`src/verilog/svdc_defs.svh`:
```
// Register map, field positions, reset values and timing in nanoseconds of the supply monitor
`ifndef SVDC_DEFS_SVH
`define SVDC_DEFS_SVH

`define SVDC_ADDR_BOOT_CFG 20'h000C1
`define SVDC_ADDR_CTRL_STATUS 20'hFFFA9
`define SVDC_ADDR_LEVEL_SELECT 20'hFFFAA

`define SVDC_CS_WE_BIT 7
`define SVDC_CS_MASK_BIT 1
`define SVDC_CS_FLAG_BIT 0
`define SVDC_LS_MODE_BIT 7
`define SVDC_LS_LEVEL_BIT 0

`define SVDC_CFG_BASE_HI 7
`define SVDC_CFG_BASE_LO 5
`define SVDC_CFG_PORT_BIT 4
`define SVDC_CFG_SUB_HI 3
`define SVDC_CFG_SUB_LO 2
`define SVDC_CFG_MODE_HI 1
`define SVDC_CFG_MODE_LO 0

`define SVDC_BOOT_MODE_INT_RESET 2'h2
`define SVDC_BOOT_MODE_RESET 2'h3
`define SVDC_BOOT_MODE_INTERRUPT 2'h1
`define SVDC_SUB_PROHIBITED 2'h3
`define SVDC_BASE_MAX_INT_RESET 3'h3
`define SVDC_BASE_NONE 3'h0

`define SVDC_CS_RESET 8'h00
`define SVDC_LS_RESET_INT_RESET 8'h00
`define SVDC_LS_RESET_RESET 8'h81
`define SVDC_LS_RESET_INTERRUPT 8'h01
`define SVDC_RD_UNMAPPED 8'h00

`define SVDC_CLK_PERIOD_NS 40
`define SVDC_SETTLE_TIME_NS 640

`endif

```
`src/verilog/svdc_pkg.sv`:
```
// Types shared by the supply monitor control logic
package svdc_pkg;

   typedef enum logic [1:0] {
      SVDC_MODE_OFF,
      SVDC_MODE_INT_RESET,
      SVDC_MODE_RESET,
      SVDC_MODE_INTERRUPT
   } svdc_mode_t;

   typedef enum logic [1:0] {
      SVDC_RST_IDLE,
      SVDC_RST_POWERON,
      SVDC_RST_ACTIVE
   } svdc_rst_state_t;

endpackage

```
`src/verilog/svdc_ctrl.sv`:
```
// Supply monitor control: boot config, control/status and level-select registers
`timescale 1ns/1ns
`include "svdc_defs.svh"

module svdc_ctrl
   import svdc_pkg::*;
#(
   parameter int SETTLE_TIME_NS = `SVDC_SETTLE_TIME_NS,
   parameter int CNT_W = 12
) (
   input wire logic sys_clk,
   input wire logic rst_n,
   input wire logic otherResetReq,
   input wire logic [7:0] bootConfig,
   input wire logic cmpBelowHigh,
   input wire logic cmpBelowLow,
   input wire logic [19:0] busAddr,
   input wire logic busWrite,
   input wire logic busRead,
   input wire logic [7:0] busWrData,
   input wire logic [7:0] busWrMask,
   output logic [7:0] busRdData,
   output logic detectorEnable,
   output logic [2:0] baseLevel,
   output logic [1:0] subLevel,
   output logic compareLow,
   output logic supplyDropInterrupt,
   output logic detectorReset
);

   // Least time rounds up, never below one cycle
   localparam int SETTLE_RAW = (SETTLE_TIME_NS + `SVDC_CLK_PERIOD_NS - 1) / `SVDC_CLK_PERIOD_NS;
   localparam int SETTLE_CYCLES = (SETTLE_RAW < 1) ? 1 : SETTLE_RAW;
   localparam logic [CNT_W-1:0] SETTLE_LOAD = CNT_W'(SETTLE_CYCLES);
   localparam logic [7:0] LS_RST_RESET = `SVDC_LS_RESET_RESET;
   localparam logic [7:0] LS_RST_INTERRUPT = `SVDC_LS_RESET_INTERRUPT;
   localparam logic [7:0] LS_RST_INT_RESET = `SVDC_LS_RESET_INT_RESET;

   logic fullRst;
   logic [7:0] bootCfg_q;
   svdc_mode_t mode;
   logic [1:0] bootMode;
   logic [2:0] bootBase;
   logic [1:0] bootSub;
   logic cfgValid;
   logic intResetMode;
   logic detectorOn;

   logic belowHighS;
   logic belowLowS;
   logic belowHighPrev_q;
   logic belowLowPrev_q;
   logic selBelow;
   logic flag;

   logic writeEnable_q;
   logic modeBit_q;
   logic modeBit_d;
   logic levelBit_q;
   logic levelBit_d;
   logic [CNT_W-1:0] settleCnt_q;
   logic settleBusy;
   logic maskActive;

   logic csHit;
   logic lsHit;
   logic cfgHit;
   logic csWrite;
   logic lsWrite;
   logic [7:0] csCur;
   logic [7:0] lsCur;
   logic [7:0] csMerged;
   logic [7:0] lsMerged;

   svdc_rst_state_t rstState_q;
   svdc_rst_state_t rstState_d;
   logic detectorReset_q;
   logic inDetReset;
   logic releaseCond;
   logic irqEvent;
   logic supplyDropInterrupt_q;

   logic [7:0] busRdData_q;
   logic detectorEnable_q;
   logic [2:0] baseLevel_q;
   logic [1:0] subLevel_q;
   logic compareLow_q;

   // Power-on and every other non-detector source act as the full reset
   assign fullRst = !rst_n || otherResetReq;

   // Boot byte caught while a full reset is held, stable afterwards
   always_ff @(posedge sys_clk) begin
      if (fullRst) begin
         bootCfg_q <= bootConfig;
      end
   end

   assign bootMode = bootCfg_q[`SVDC_CFG_MODE_HI:`SVDC_CFG_MODE_LO];
   assign bootBase = bootCfg_q[`SVDC_CFG_BASE_HI:`SVDC_CFG_BASE_LO];
   assign bootSub = bootCfg_q[`SVDC_CFG_SUB_HI:`SVDC_CFG_SUB_LO];

   // Prohibited codes leave the detector off rather than guessing a level
   always_comb begin
      cfgValid = (bootBase != `SVDC_BASE_NONE);
      if (bootMode == `SVDC_BOOT_MODE_INT_RESET) begin
         cfgValid = cfgValid && (bootBase <= `SVDC_BASE_MAX_INT_RESET) &&
                    (bootSub != `SVDC_SUB_PROHIBITED);
      end
   end

   always_comb begin
      mode = SVDC_MODE_OFF;
      if (cfgValid) begin
         case (bootMode)
            `SVDC_BOOT_MODE_INT_RESET: mode = SVDC_MODE_INT_RESET;
            `SVDC_BOOT_MODE_RESET: mode = SVDC_MODE_RESET;
            `SVDC_BOOT_MODE_INTERRUPT: mode = SVDC_MODE_INTERRUPT;
            default: mode = SVDC_MODE_OFF;
         endcase
      end
   end

   assign intResetMode = (mode == SVDC_MODE_INT_RESET);
   assign detectorOn = (mode != SVDC_MODE_OFF);

   svdc_sync #(
      .WIDTH(2),
      .RESET_VAL(1'b1)
   ) uSync (
      .sys_clk(sys_clk),
      .rst_n(rst_n),
      .din({cmpBelowHigh, cmpBelowLow}),
      .dout({belowHighS, belowLowS})
   );

   always_ff @(posedge sys_clk) begin
      if (fullRst) begin
         belowHighPrev_q <= 1'b1;
         belowLowPrev_q <= 1'b1;
      end else begin
         belowHighPrev_q <= belowHighS;
         belowLowPrev_q <= belowLowS;
      end
   end

   // Level bit 0 watches the high level, 1 the low or single level
   assign selBelow = levelBit_q ? belowLowS : belowHighS;
   assign flag = detectorOn && selBelow;

   assign settleBusy = (settleCnt_q != '0);
   // Mask only exists in interrupt-and-reset mode
   assign maskActive = intResetMode && (writeEnable_q || settleBusy);

   assign cfgHit = (busAddr == `SVDC_ADDR_BOOT_CFG);
   assign csHit = (busAddr == `SVDC_ADDR_CTRL_STATUS);
   assign lsHit = (busAddr == `SVDC_ADDR_LEVEL_SELECT);

   assign inDetReset = (rstState_q == SVDC_RST_ACTIVE);

   always_comb begin
      csCur = `SVDC_CS_RESET;
      csCur[`SVDC_CS_WE_BIT] = writeEnable_q;
      csCur[`SVDC_CS_MASK_BIT] = maskActive;
      csCur[`SVDC_CS_FLAG_BIT] = flag;
      lsCur = 8'h00;
      lsCur[`SVDC_LS_MODE_BIT] = modeBit_q;
      lsCur[`SVDC_LS_LEVEL_BIT] = levelBit_q;
   end

   // Byte lane mask lets single-bit instructions touch one bit only
   assign csMerged = (csCur & ~busWrMask) | (busWrData & busWrMask);
   assign lsMerged = (lsCur & ~busWrMask) | (busWrData & busWrMask);

   assign csWrite = busWrite && csHit && !inDetReset;
   // Software is expected to open the gate first; otherwise the write is dropped
   assign lsWrite = busWrite && lsHit && !inDetReset && intResetMode &&
                    writeEnable_q;

   // Only the enable bit is stored; flag and mask are computed and ignore writes
   always_ff @(posedge sys_clk) begin
      if (fullRst) begin
         writeEnable_q <= 1'b0;
      end else if (csWrite) begin
         writeEnable_q <= csMerged[`SVDC_CS_WE_BIT];
      end
   end

   always_comb begin
      modeBit_d = modeBit_q;
      levelBit_d = levelBit_q;
      if (inDetReset) begin
         modeBit_d = modeBit_q;
         levelBit_d = levelBit_q;
      end else if (intResetMode && irqEvent) begin
         // After the warning, arm the low level for reset
         modeBit_d = 1'b1;
         levelBit_d = 1'b1;
      end else if (lsWrite) begin
         modeBit_d = lsMerged[`SVDC_LS_MODE_BIT];
         levelBit_d = lsMerged[`SVDC_LS_LEVEL_BIT];
      end
   end

   always_ff @(posedge sys_clk) begin
      if (fullRst) begin
         case (bootConfig[`SVDC_CFG_MODE_HI:`SVDC_CFG_MODE_LO])
            `SVDC_BOOT_MODE_RESET: begin
               modeBit_q <= LS_RST_RESET[`SVDC_LS_MODE_BIT];
               levelBit_q <= LS_RST_RESET[`SVDC_LS_LEVEL_BIT];
            end
            `SVDC_BOOT_MODE_INTERRUPT: begin
               modeBit_q <= LS_RST_INTERRUPT[`SVDC_LS_MODE_BIT];
               levelBit_q <= LS_RST_INTERRUPT[`SVDC_LS_LEVEL_BIT];
            end
            default: begin
               modeBit_q <= LS_RST_INT_RESET[`SVDC_LS_MODE_BIT];
               levelBit_q <= LS_RST_INT_RESET[`SVDC_LS_LEVEL_BIT];
            end
         endcase
      end else begin
         modeBit_q <= modeBit_d;
         levelBit_q <= levelBit_d;
      end
   end

   // Reference needs time after a switch; hide its output meanwhile
   always_ff @(posedge sys_clk) begin
      if (fullRst || inDetReset) begin
         settleCnt_q <= '0;
      end else if (intResetMode && (irqEvent || (levelBit_d != levelBit_q))) begin
         settleCnt_q <= SETTLE_LOAD;
      end else if (settleBusy) begin
         settleCnt_q <= settleCnt_q - 1'b1;
      end
   end

   // Release compares the high level in interrupt-and-reset, the single one in reset and interrupt modes; off releases at once
   always_comb begin
      case (mode)
         SVDC_MODE_INT_RESET: releaseCond = !belowHighS;
         SVDC_MODE_RESET: releaseCond = !belowLowS;
         SVDC_MODE_INTERRUPT: releaseCond = !belowLowS;
         default: releaseCond = 1'b1;
      endcase
   end

   always_comb begin
      rstState_d = rstState_q;
      case (rstState_q)
         SVDC_RST_POWERON: begin
            if (releaseCond) begin
               rstState_d = SVDC_RST_IDLE;
            end
         end
         SVDC_RST_IDLE: begin
            if (intResetMode && belowLowS && !maskActive) begin
               rstState_d = SVDC_RST_ACTIVE;
            end else if (mode == SVDC_MODE_RESET && belowLowS) begin
               rstState_d = SVDC_RST_ACTIVE;
            end
         end
         SVDC_RST_ACTIVE: begin
            if (releaseCond) begin
               rstState_d = SVDC_RST_IDLE;
            end
         end
         default: rstState_d = SVDC_RST_IDLE;
      endcase
   end

   always_ff @(posedge sys_clk) begin
      if (fullRst) begin
         rstState_q <= SVDC_RST_POWERON;
      end else begin
         rstState_q <= rstState_d;
      end
   end

   always_ff @(posedge sys_clk) begin
      if (fullRst) begin
         detectorReset_q <= 1'b1;
      end else begin
         detectorReset_q <= (rstState_d != SVDC_RST_IDLE);
      end
   end

   // Warnings are only raised while the device is running
   always_comb begin
      irqEvent = 1'b0;
      if (rstState_q == SVDC_RST_IDLE) begin
         case (mode)
            SVDC_MODE_INT_RESET: begin
               irqEvent = belowHighS && !belowHighPrev_q && !maskActive;
            end
            SVDC_MODE_INTERRUPT: begin
               irqEvent = (belowLowS != belowLowPrev_q);
            end
            default: irqEvent = 1'b0;
         endcase
      end
   end

   always_ff @(posedge sys_clk) begin
      if (fullRst) begin
         supplyDropInterrupt_q <= 1'b0;
      end else begin
         supplyDropInterrupt_q <= irqEvent;
      end
   end

   // Read data answers one cycle after the strobe
   always_ff @(posedge sys_clk) begin
      if (fullRst) begin
         busRdData_q <= `SVDC_RD_UNMAPPED;
      end else if (busRead) begin
         if (csHit) begin
            busRdData_q <= csCur;
         end else if (lsHit) begin
            busRdData_q <= lsCur;
         end else if (cfgHit) begin
            busRdData_q <= bootCfg_q;
         end else begin
            busRdData_q <= `SVDC_RD_UNMAPPED;
         end
      end
   end

   // Selector settings for the analog comparators
   always_ff @(posedge sys_clk) begin
      if (fullRst) begin
         detectorEnable_q <= 1'b0;
         baseLevel_q <= 3'h0;
         subLevel_q <= 2'h0;
         compareLow_q <= 1'b0;
      end else begin
         detectorEnable_q <= detectorOn;
         baseLevel_q <= bootBase;
         subLevel_q <= bootSub;
         compareLow_q <= levelBit_q;
      end
   end

   assign busRdData = busRdData_q;
   assign detectorEnable = detectorEnable_q;
   assign baseLevel = baseLevel_q;
   assign subLevel = subLevel_q;
   assign compareLow = compareLow_q;
   assign supplyDropInterrupt = supplyDropInterrupt_q;
   assign detectorReset = detectorReset_q;

endmodule

```
`src/verilog/svdc_sync.sv`:
```
// Two-flop synchroniser for the comparator levels
`timescale 1ns/1ns

module svdc_sync #(
   parameter int WIDTH = 2,
   parameter logic RESET_VAL = 1'b1
) (
   input wire logic sys_clk,
   input wire logic rst_n,
   input wire logic [WIDTH-1:0] din,
   output logic [WIDTH-1:0] dout
);

   genvar i;

   generate
      for (i = 0; i < WIDTH; i = i + 1) begin : g_bit
         logic stage1_q;
         logic stage2_q;

         // Reset to "below" so nothing is released before real samples arrive
         always_ff @(posedge sys_clk) begin
            if (!rst_n) begin
               stage1_q <= RESET_VAL;
               stage2_q <= RESET_VAL;
            end else begin
               stage1_q <= din[i];
               stage2_q <= stage1_q;
            end
         end

         assign dout[i] = stage2_q;
      end
   endgenerate

endmodule

```
`config.mk`:
```
export PLATFORM = sky130hd
export DESIGN_NAME = svdc_ctrl
export DESIGN_NICKNAME = d
export VERILOG_FILES = /design/src/verilog/svdc_pkg.sv /design/src/verilog/svdc_ctrl.sv /design/src/verilog/svdc_sync.sv
export VERILOG_INCLUDE_DIRS = /design/src /design/src/verilog
export SDC_FILE = /design/constraint.sdc
export NUM_CORES = 1
export LEC_CHECK = 0
export BUFFER_PORTS_ARGS = -buffer_cell sky130_fd_sc_hd__buf_4
export CAP_MARGIN = 30
export CELL_PAD_IN_SITES_DETAIL_PLACEMENT = 0
export CELL_PAD_IN_SITES_GLOBAL_PLACEMENT = 1
export CORE_MARGIN = 3
export CORE_UTILIZATION = 39
export DETAILED_ROUTE_END_ITERATION = 10
export GPL_ROUTABILITY_DRIVEN = 0
export PLACE_DENSITY = 0.88
export SYNTH_ARGS = -nofsm -noshare
export SYNTH_HDL_FRONTEND = slang
export SYNTH_SLANG_ARGS = --single-unit
```
`constraint.sdc`:
```
create_clock -name sys_clk -period 2.3 [get_ports sys_clk]
set_input_delay 0.46 -clock sys_clk [delete_from_list [all_inputs] [get_ports sys_clk]]
set_output_delay 0.46 -clock sys_clk [all_outputs]
set_load 0.05 [all_outputs]
```
Word-level counts from Yosys, hierarchy flattened:

Index checks and enable logic that the tools add are counted.

* output and inout port bits: 17
* logic and storage cells: 110
* memories kept: 0
* bits of input ports: 51
* bits in latches: 0
* RAM bits: 0
* ROM bits: 0
* flip-flop bits (word level): 48

* reductions and logical operators: 39
* mux-type cells: 26
* equality and inequality tests: 17
* $mul: 0
* bitwise gates (word level): 6
* divide/modulo/power cells: 0
* shift operators: 0
* add/subtract/negate cells: 1
* magnitude comparators: 1

Operators with widths (number)
* $eq 20x20->1 const B: 2
* $and 8x8->8: 3
* $mux 8: 3
* $eq 20x8->1 const B: 1
* $logic_and 1x1->1: 17
* $or 8x8->8: 2
* $mux 1: 13
* $eq 2x2->1 const B: 6
* $reduce_bool 12->1: 1
* $sub 12x1->12 const B: 1
* $mux 5: 2
* $eq 2x1->1 const B: 4
* $mux 2: 4
* $not 8->8: 1
* $reduce_or 2->1: 4
* $logic_not 1->1: 6
* $pmux 2 s3: 1
* $reduce_bool 2->1: 3
* $reduce_bool 3->1: 2
* $logic_or 1x1->1: 4
* $ne 2x2->1 const B: 2
* $pmux 1 s2: 2
* $pmux 2 s2: 1
* $le 3x2->1 const B: 1
* 3 further kinds: 4

Longest topological paths before layout:

* depth after elaboration: 18
* mapped depth: 8
* depth with buffers taken out: 7

Hierarchy:

From an unflattened synthesis, not the netlist that was laid out.

* cells, all modules: 234
* area, all modules: 2233.4 um^2

By module, submodules not included
* svdc_ctrl: times used 1, sequential area each 970.9 um^2, area an instance 2113.3 um^2, cells an instance 224
* svdc_sync: times used 1, sequential area each 80.1 um^2, area an instance 120.1 um^2, cells an instance 10

Worst setup path before layout:

Ideal clock, no wire load.

* path type: register to register
* start: register bootCfg_q[0]
* end: register modeBit_q, enable pin
* arrival: 1.729 ns
* setup slack: 0.279 ns
* data required time: 2.008 ns
* clock period less this slack: 2.021 ns
* setup time: 0.292 ns
* cell stages (with the launch flop): 7
* buffers on the path: 0
* cell sequence: edfxtp_1 ha_1 o21ba_2 a2111oi_4 nand3_1 nand3_1 a31o_2

* cells in the longest elaborated chain, start to end: 12
* elaborated cells between the ends (all ways): 18
* classes of those cells: eq/ne: 5; mux: 5; reduce/logical: 8

RTL lines
* from (decl): line svdc_ctrl.sv:40 `logic [7:0] bootCfg_q;`
* from (signal assigned): line svdc_ctrl.sv:95 `bootCfg_q <= bootConfig;`
* $eq 2x1->1 / $eq 2x2->1 (equally long branches): line svdc_ctrl.sv:115 `case (bootMode)`
* $pmux 2 s3 / $mux 1 (equally long branches): line svdc_ctrl.sv:115, svdc_ctrl.sv:106
* $mux 2 *: line svdc_ctrl.sv:114 `if (cfgValid) begin`
* $eq 2x1->1: line svdc_ctrl.sv:124, svdc_ctrl.sv:292
* $logic_and 1x1->1: line svdc_ctrl.sv:153 `assign maskActive = intResetMode && (writeEnable_q || settleBusy);`
* $logic_not 1->1: line svdc_ctrl.sv:294 `irqEvent = belowHighS && !belowHighPrev_q && !maskActive;`
* $logic_and 1x1->1: line svdc_ctrl.sv:294
* $pmux 1 s2: line svdc_ctrl.sv:292 `case (mode)`
* $mux 1: line svdc_ctrl.sv:291 `if (rstState_q == SVDC_RST_IDLE) begin`
* $logic_and 1x1->1: line svdc_ctrl.sv:195 `end else if (intResetMode && irqEvent) begin`
* $reduce_bool 3->1 (no line) *
* $reduce_and 2->1 (no line) *
* to (signal assigned): line svdc_ctrl.sv:209 `` modeBit_q <= LS_RST_RESET[`SVDC_LS_MODE_BIT]; ``
* to (signal assigned): line svdc_ctrl.sv:213 `` modeBit_q <= LS_RST_INTERRUPT[`SVDC_LS_MODE_BIT]; ``
* to (signal assigned): line svdc_ctrl.sv:217 `` modeBit_q <= LS_RST_INT_RESET[`SVDC_LS_MODE_BIT]; ``
* to (decl): line svdc_ctrl.sv:57 `logic modeBit_q;`

Every way passes the cells marked *; elsewhere a longest branch is shown, timed or not.
A chain may end at the register's enable or synchronous reset.

Worst setup path after layout:

Same ends and word-level chain as after synthesis.

==> metrics.txt <==
max-slew violation count 0; starting density of the core 0.4199; antenna violations before repair 0; largest voltage drop on the vdd net 0.0004302 V; footprint of the flip-flops and latches 1051 µm²; signed area change from the synthesized netlist to the final layout 28.13%; R2R Setup Slk 0.16 ns; number of vias after detailed routing 1981; ys flop type sky130_fd_sc_hd__dfxtp_1; I/O pins 68; overall routing resource usage 0.1562; startpoint of the worst-slack reg-to-reg timing path bootCfg_q[0]$_DFFE_PP_; run status completed; worst-case hold slack 0.3361 ns; first-pass GRT wire length 9232 µm; switching power share of the total 0.3335; cell area after synthesis 2397 µm²; kind of critical path register to register; switching pwr 0.0008566 W; multi-input gate area in the final layout 1274 µm²; maximum clock insertion buffer count 2; Remaining Overflow, GRT 0; via-per-instance ratio 5.199; final critical delay including setup and external delays 2.143 ns; sequential fraction of the synthesis area 0.4384; Post-CTS Setup Repair Bufs 0; clock buffers created by TritonCTS 5; count of max-cap constraint violations 0; P_int 0.001712 W; arrival time at the worst endpoint 2.17 ns; r2r worst-path depth 6; Worst-path clk slew 0.09 ns; type of the worst min-delay path input pin to register; transition at the pin with the smallest max-transition slack 0.5704 ns; sequential cell fraction of total power 0.396; fraction of the core area covered by cells at the end of the flow 0.5380; element type at the critical path end register; number of cell rows 27; post-synthesis instance total 241; count of warnings emitted by yosys 0; end of the critical path modeBit_q$_DFFE_PP_; largest fanout on the critical path 4; final setup violation count 0; number of iterations in the first detailed-routing pass 4; hold_buf cts 0; Residual DRC 0; TritonCTS clock tree built; standby leakage power 1.300 nW; count of different cell masters after synthesis 60; FILL cells 540; per-instance average area after synthesis 9.947 µm²; maximum operating frequency 466.6 MHz; number of gates given a new drive strength after cts 0; RSZ-0062 raised after global routing false; setup total negative slack 0 ns; number of flops mapped to enable cells by yosys 9; Seq cells post-synth 48; fraction of final layout cells sized beyond drive strength 1 0.3333; placed instance area 2960 µm²; data required time at the worst endpoint 2.33 ns; die outline width 84.40 µm; H-tree levels 2; CP startpoint bootCfg_q[0]$_DFFE_PP_; buffers added on ports 55; Clk Latency, worst-skew pair 0.29 ns; final-report hold violation count 0; via count of the first global-routing pass 1954; number of nets with antenna violations after routing 0; skew final 0.007667 ns; Vert. Die Dim 84.40 µm; clock sink total 48; area of the core 5709 µm²; Total Die Area 7123 µm²; fraction of power consumed by combinational cells 0.372; HPWL after detailed placement 4052 µm; Startpoint Class register; worst flop-to-flop path endpoint modeBit_q$_DFFE_PP_; buffer type at the clock tree root sky130_fd_sc_hd__clkbuf_8; syn nets 301; power per unit of standard cell area 836.3 nW/µm²; share of flip-flops with an asynchronous set or reset 0; routed length per placed instance 14.02 µm; final wirelength 5340 µm; part of the cycle the worst path needs 0.9318; proportion of power drawn by the clock network 0.232; maximum number of pins on one net before global-route repair 20; antenna diode count 0; nets@finish 368; detailed router's first-iteration violation count 131; total power draw 0.002569 W; worst-case headroom to the max-slew limit 0.6168; post-route cell area 3072 µm²
## power groups by stage
| stage | clock [W] | combinational (W) | sequential [W] |
|---|---|---|---|
| detailed placement | 0 | 0.000950 | 0.00104 |
| global route | 0.000643 | 0.00107 | 0.00103 |
| CTS | 0.000618 | 0.000960 | 0.00102 |
| finish | 0.000596 | 0.000957 | 0.00102 |
| global placement | 0 | 0.000937 | 0.00103 |
| floorplan | 0 | 0.000634 | 0.00107 |
## per-layer routing
layer | wire length [µm] | part of all wire | global-route usage
met1 | 2580 | 0.48 | 0.2151
met2 | 2323 | 0.44 | 0.2482
met3 | 373 | 0.070 | 0.03631
met4 | 63 | 0.012 | 0.03885
met5 | 0 | 0 | 0
## stage by stage
step           worst slack [ns]  instances
6_report                 0.1568        381
5_1_grt                0.004421        381
4_1_cts                  0.1730        381
3_5_place_dp             0.2053        373
3_3_place_gp             0.1944        373
2_1_floorplan            0.2794        241
## area by class of cell
cell class / instances / share of cell area
tap: 72 / 0.02933
clock inverter: 3 / 0.01385
inverter: 12 / 0.01466
timing repair buffer: 65 / 0.1629
clock buffer: 5 / 0.02240
sequential: 48 / 0.3422
multi-input combinational: 176 / 0.4147
## worst min-delay path by stage
stage	startpoint	to	slack, ns	cells after the start
4_1_cts	bootConfig[2]	bootCfg_q[2]$_DFFE_PP_	0.32	1
3_5_place_dp	uSync.g_bit[0].stage1_q$_SDFF_PN1_	uSync.g_bit[0].stage2_q$_SDFF_PN1_	0.40	1
2_1_floorplan	uSync.g_bit[0].stage1_q$_SDFF_PN1_	uSync.g_bit[0].stage2_q$_SDFF_PN1_	0.39	1
5_1_grt	bootConfig[6]	bootCfg_q[6]$_DFFE_PP_	0.32	1
6_report	bootConfig[4]	bootCfg_q[4]$_DFFE_PP_	0.34	1
3_3_place_gp	uSync.g_bit[1].stage1_q$_SDFF_PN1_	uSync.g_bit[1].stage2_q$_SDFF_PN1_	0.39	1
## cell usage in the layout, fill, tap and decap left out, types with 2 or more instances in the layout
cell type                  count
sky130_fd_sc_hd__buf_4        64
sky130_fd_sc_hd__dfxtp_1      39
sky130_fd_sc_hd__nand3_1      15
sky130_fd_sc_hd__nor2_1       14
sky130_fd_sc_hd__inv_1        12
sky130_fd_sc_hd__nand2b_1     11
sky130_fd_sc_hd__nand2_1      10
sky130_fd_sc_hd__ha_1          9
sky130_fd_sc_hd__edfxtp_1      9
sky130_fd_sc_hd__a21oi_1       8
sky130_fd_sc_hd__xor2_1        8
sky130_fd_sc_hd__nand4_1       8
sky130_fd_sc_hd__and2_1        8
sky130_fd_sc_hd__nor2_2        8
sky130_fd_sc_hd__mux2i_1       6
sky130_fd_sc_hd__o21ai_0       5
sky130_fd_sc_hd__clkbuf_8      5
sky130_fd_sc_hd__nand4b_1      4
sky130_fd_sc_hd__a31oi_1       4
sky130_fd_sc_hd__nand3b_1      4
sky130_fd_sc_hd__nor2b_1       3
sky130_fd_sc_hd__nor3_1        3
sky130_fd_sc_hd__a21o_1        2
sky130_fd_sc_hd__o21ba_2       2
sky130_fd_sc_hd__nor3b_1       2
sky130_fd_sc_hd__and2b_2       2
sky130_fd_sc_hd__and3_2        2
sky130_fd_sc_hd__and4_2        2
sky130_fd_sc_hd__or3_1         2
sky130_fd_sc_hd__a211oi_1      2
sky130_fd_sc_hd__xnor2_1       2
sky130_fd_sc_hd__nor4_1        2
sky130_fd_sc_hd__o31ai_1       2
## sequential cells by signal, indices dropped and copies added, names as in the netlist, 2 cells and up, named ones only
| name | cells |
|---|---|
| uSync.g_bit.stage2_q | 2 |
| uSync.g_bit.stage1_q | 2 |
| bootCfg_q | 8 |
| busRdData | 8 |
| subLevel | 2 |
| settleCnt_q | 12 |
| baseLevel | 3 |
| rstState_q | 2 |
## synth_stat cells (3+ instances only)
master                     number  share of area
sky130_fd_sc_hd__nand2b_1      11          0.029
sky130_fd_sc_hd__ha_1           9          0.047
sky130_fd_sc_hd__nand2_1       10          0.016
sky130_fd_sc_hd__inv_1         12          0.019
sky130_fd_sc_hd__nand4_1        8          0.021
sky130_fd_sc_hd__nand4b_1       4          0.015
sky130_fd_sc_hd__mux2i_1        6          0.025
sky130_fd_sc_hd__o21ai_0        5          0.010
sky130_fd_sc_hd__nand3_1       15          0.031
sky130_fd_sc_hd__nand3b_1       4          0.013
sky130_fd_sc_hd__a31oi_1        4          0.010
sky130_fd_sc_hd__and2_1         8          0.021
sky130_fd_sc_hd__nor2_1        14          0.022
sky130_fd_sc_hd__a21oi_1        8          0.017
sky130_fd_sc_hd__nor2b_1        3         0.0078
sky130_fd_sc_hd__nor2_2         8          0.021
sky130_fd_sc_hd__edfxtp_1       9           0.11
sky130_fd_sc_hd__clkbuf_1       3         0.0047
sky130_fd_sc_hd__nor3_1         3         0.0063
sky130_fd_sc_hd__dfxtp_1       39           0.33
sky130_fd_sc_hd__xor2_1         8          0.029
## worst max-delay path, stage by stage (launching register included)
cell,delay [ns]
sky130_fd_sc_hd__edfxtp_1,0.45
sky130_fd_sc_hd__ha_1,0.25
sky130_fd_sc_hd__o21ba_2,0.26
sky130_fd_sc_hd__a2111oi_4,0.36
sky130_fd_sc_hd__nand3_1,0.26
sky130_fd_sc_hd__nand3_1,0.15
sky130_fd_sc_hd__a31o_2,0.16
## cell families (layout without fill, tap and decap cells)
family	after synthesis	after routing	share of synthesized area
buffers and inverters	17	85	0.03027
muxes	7	7	0.02975
DFF	48	48	0.4384
xor gates and xnor gates	10	10	0.03654
adders and majority gates	9	9	0.04697
and+or+nand+nor	111	111	0.2928
AOI/OAI and AO/OA	39	39	0.1253
No activity file was read; power rests on OpenSTA's default activity.
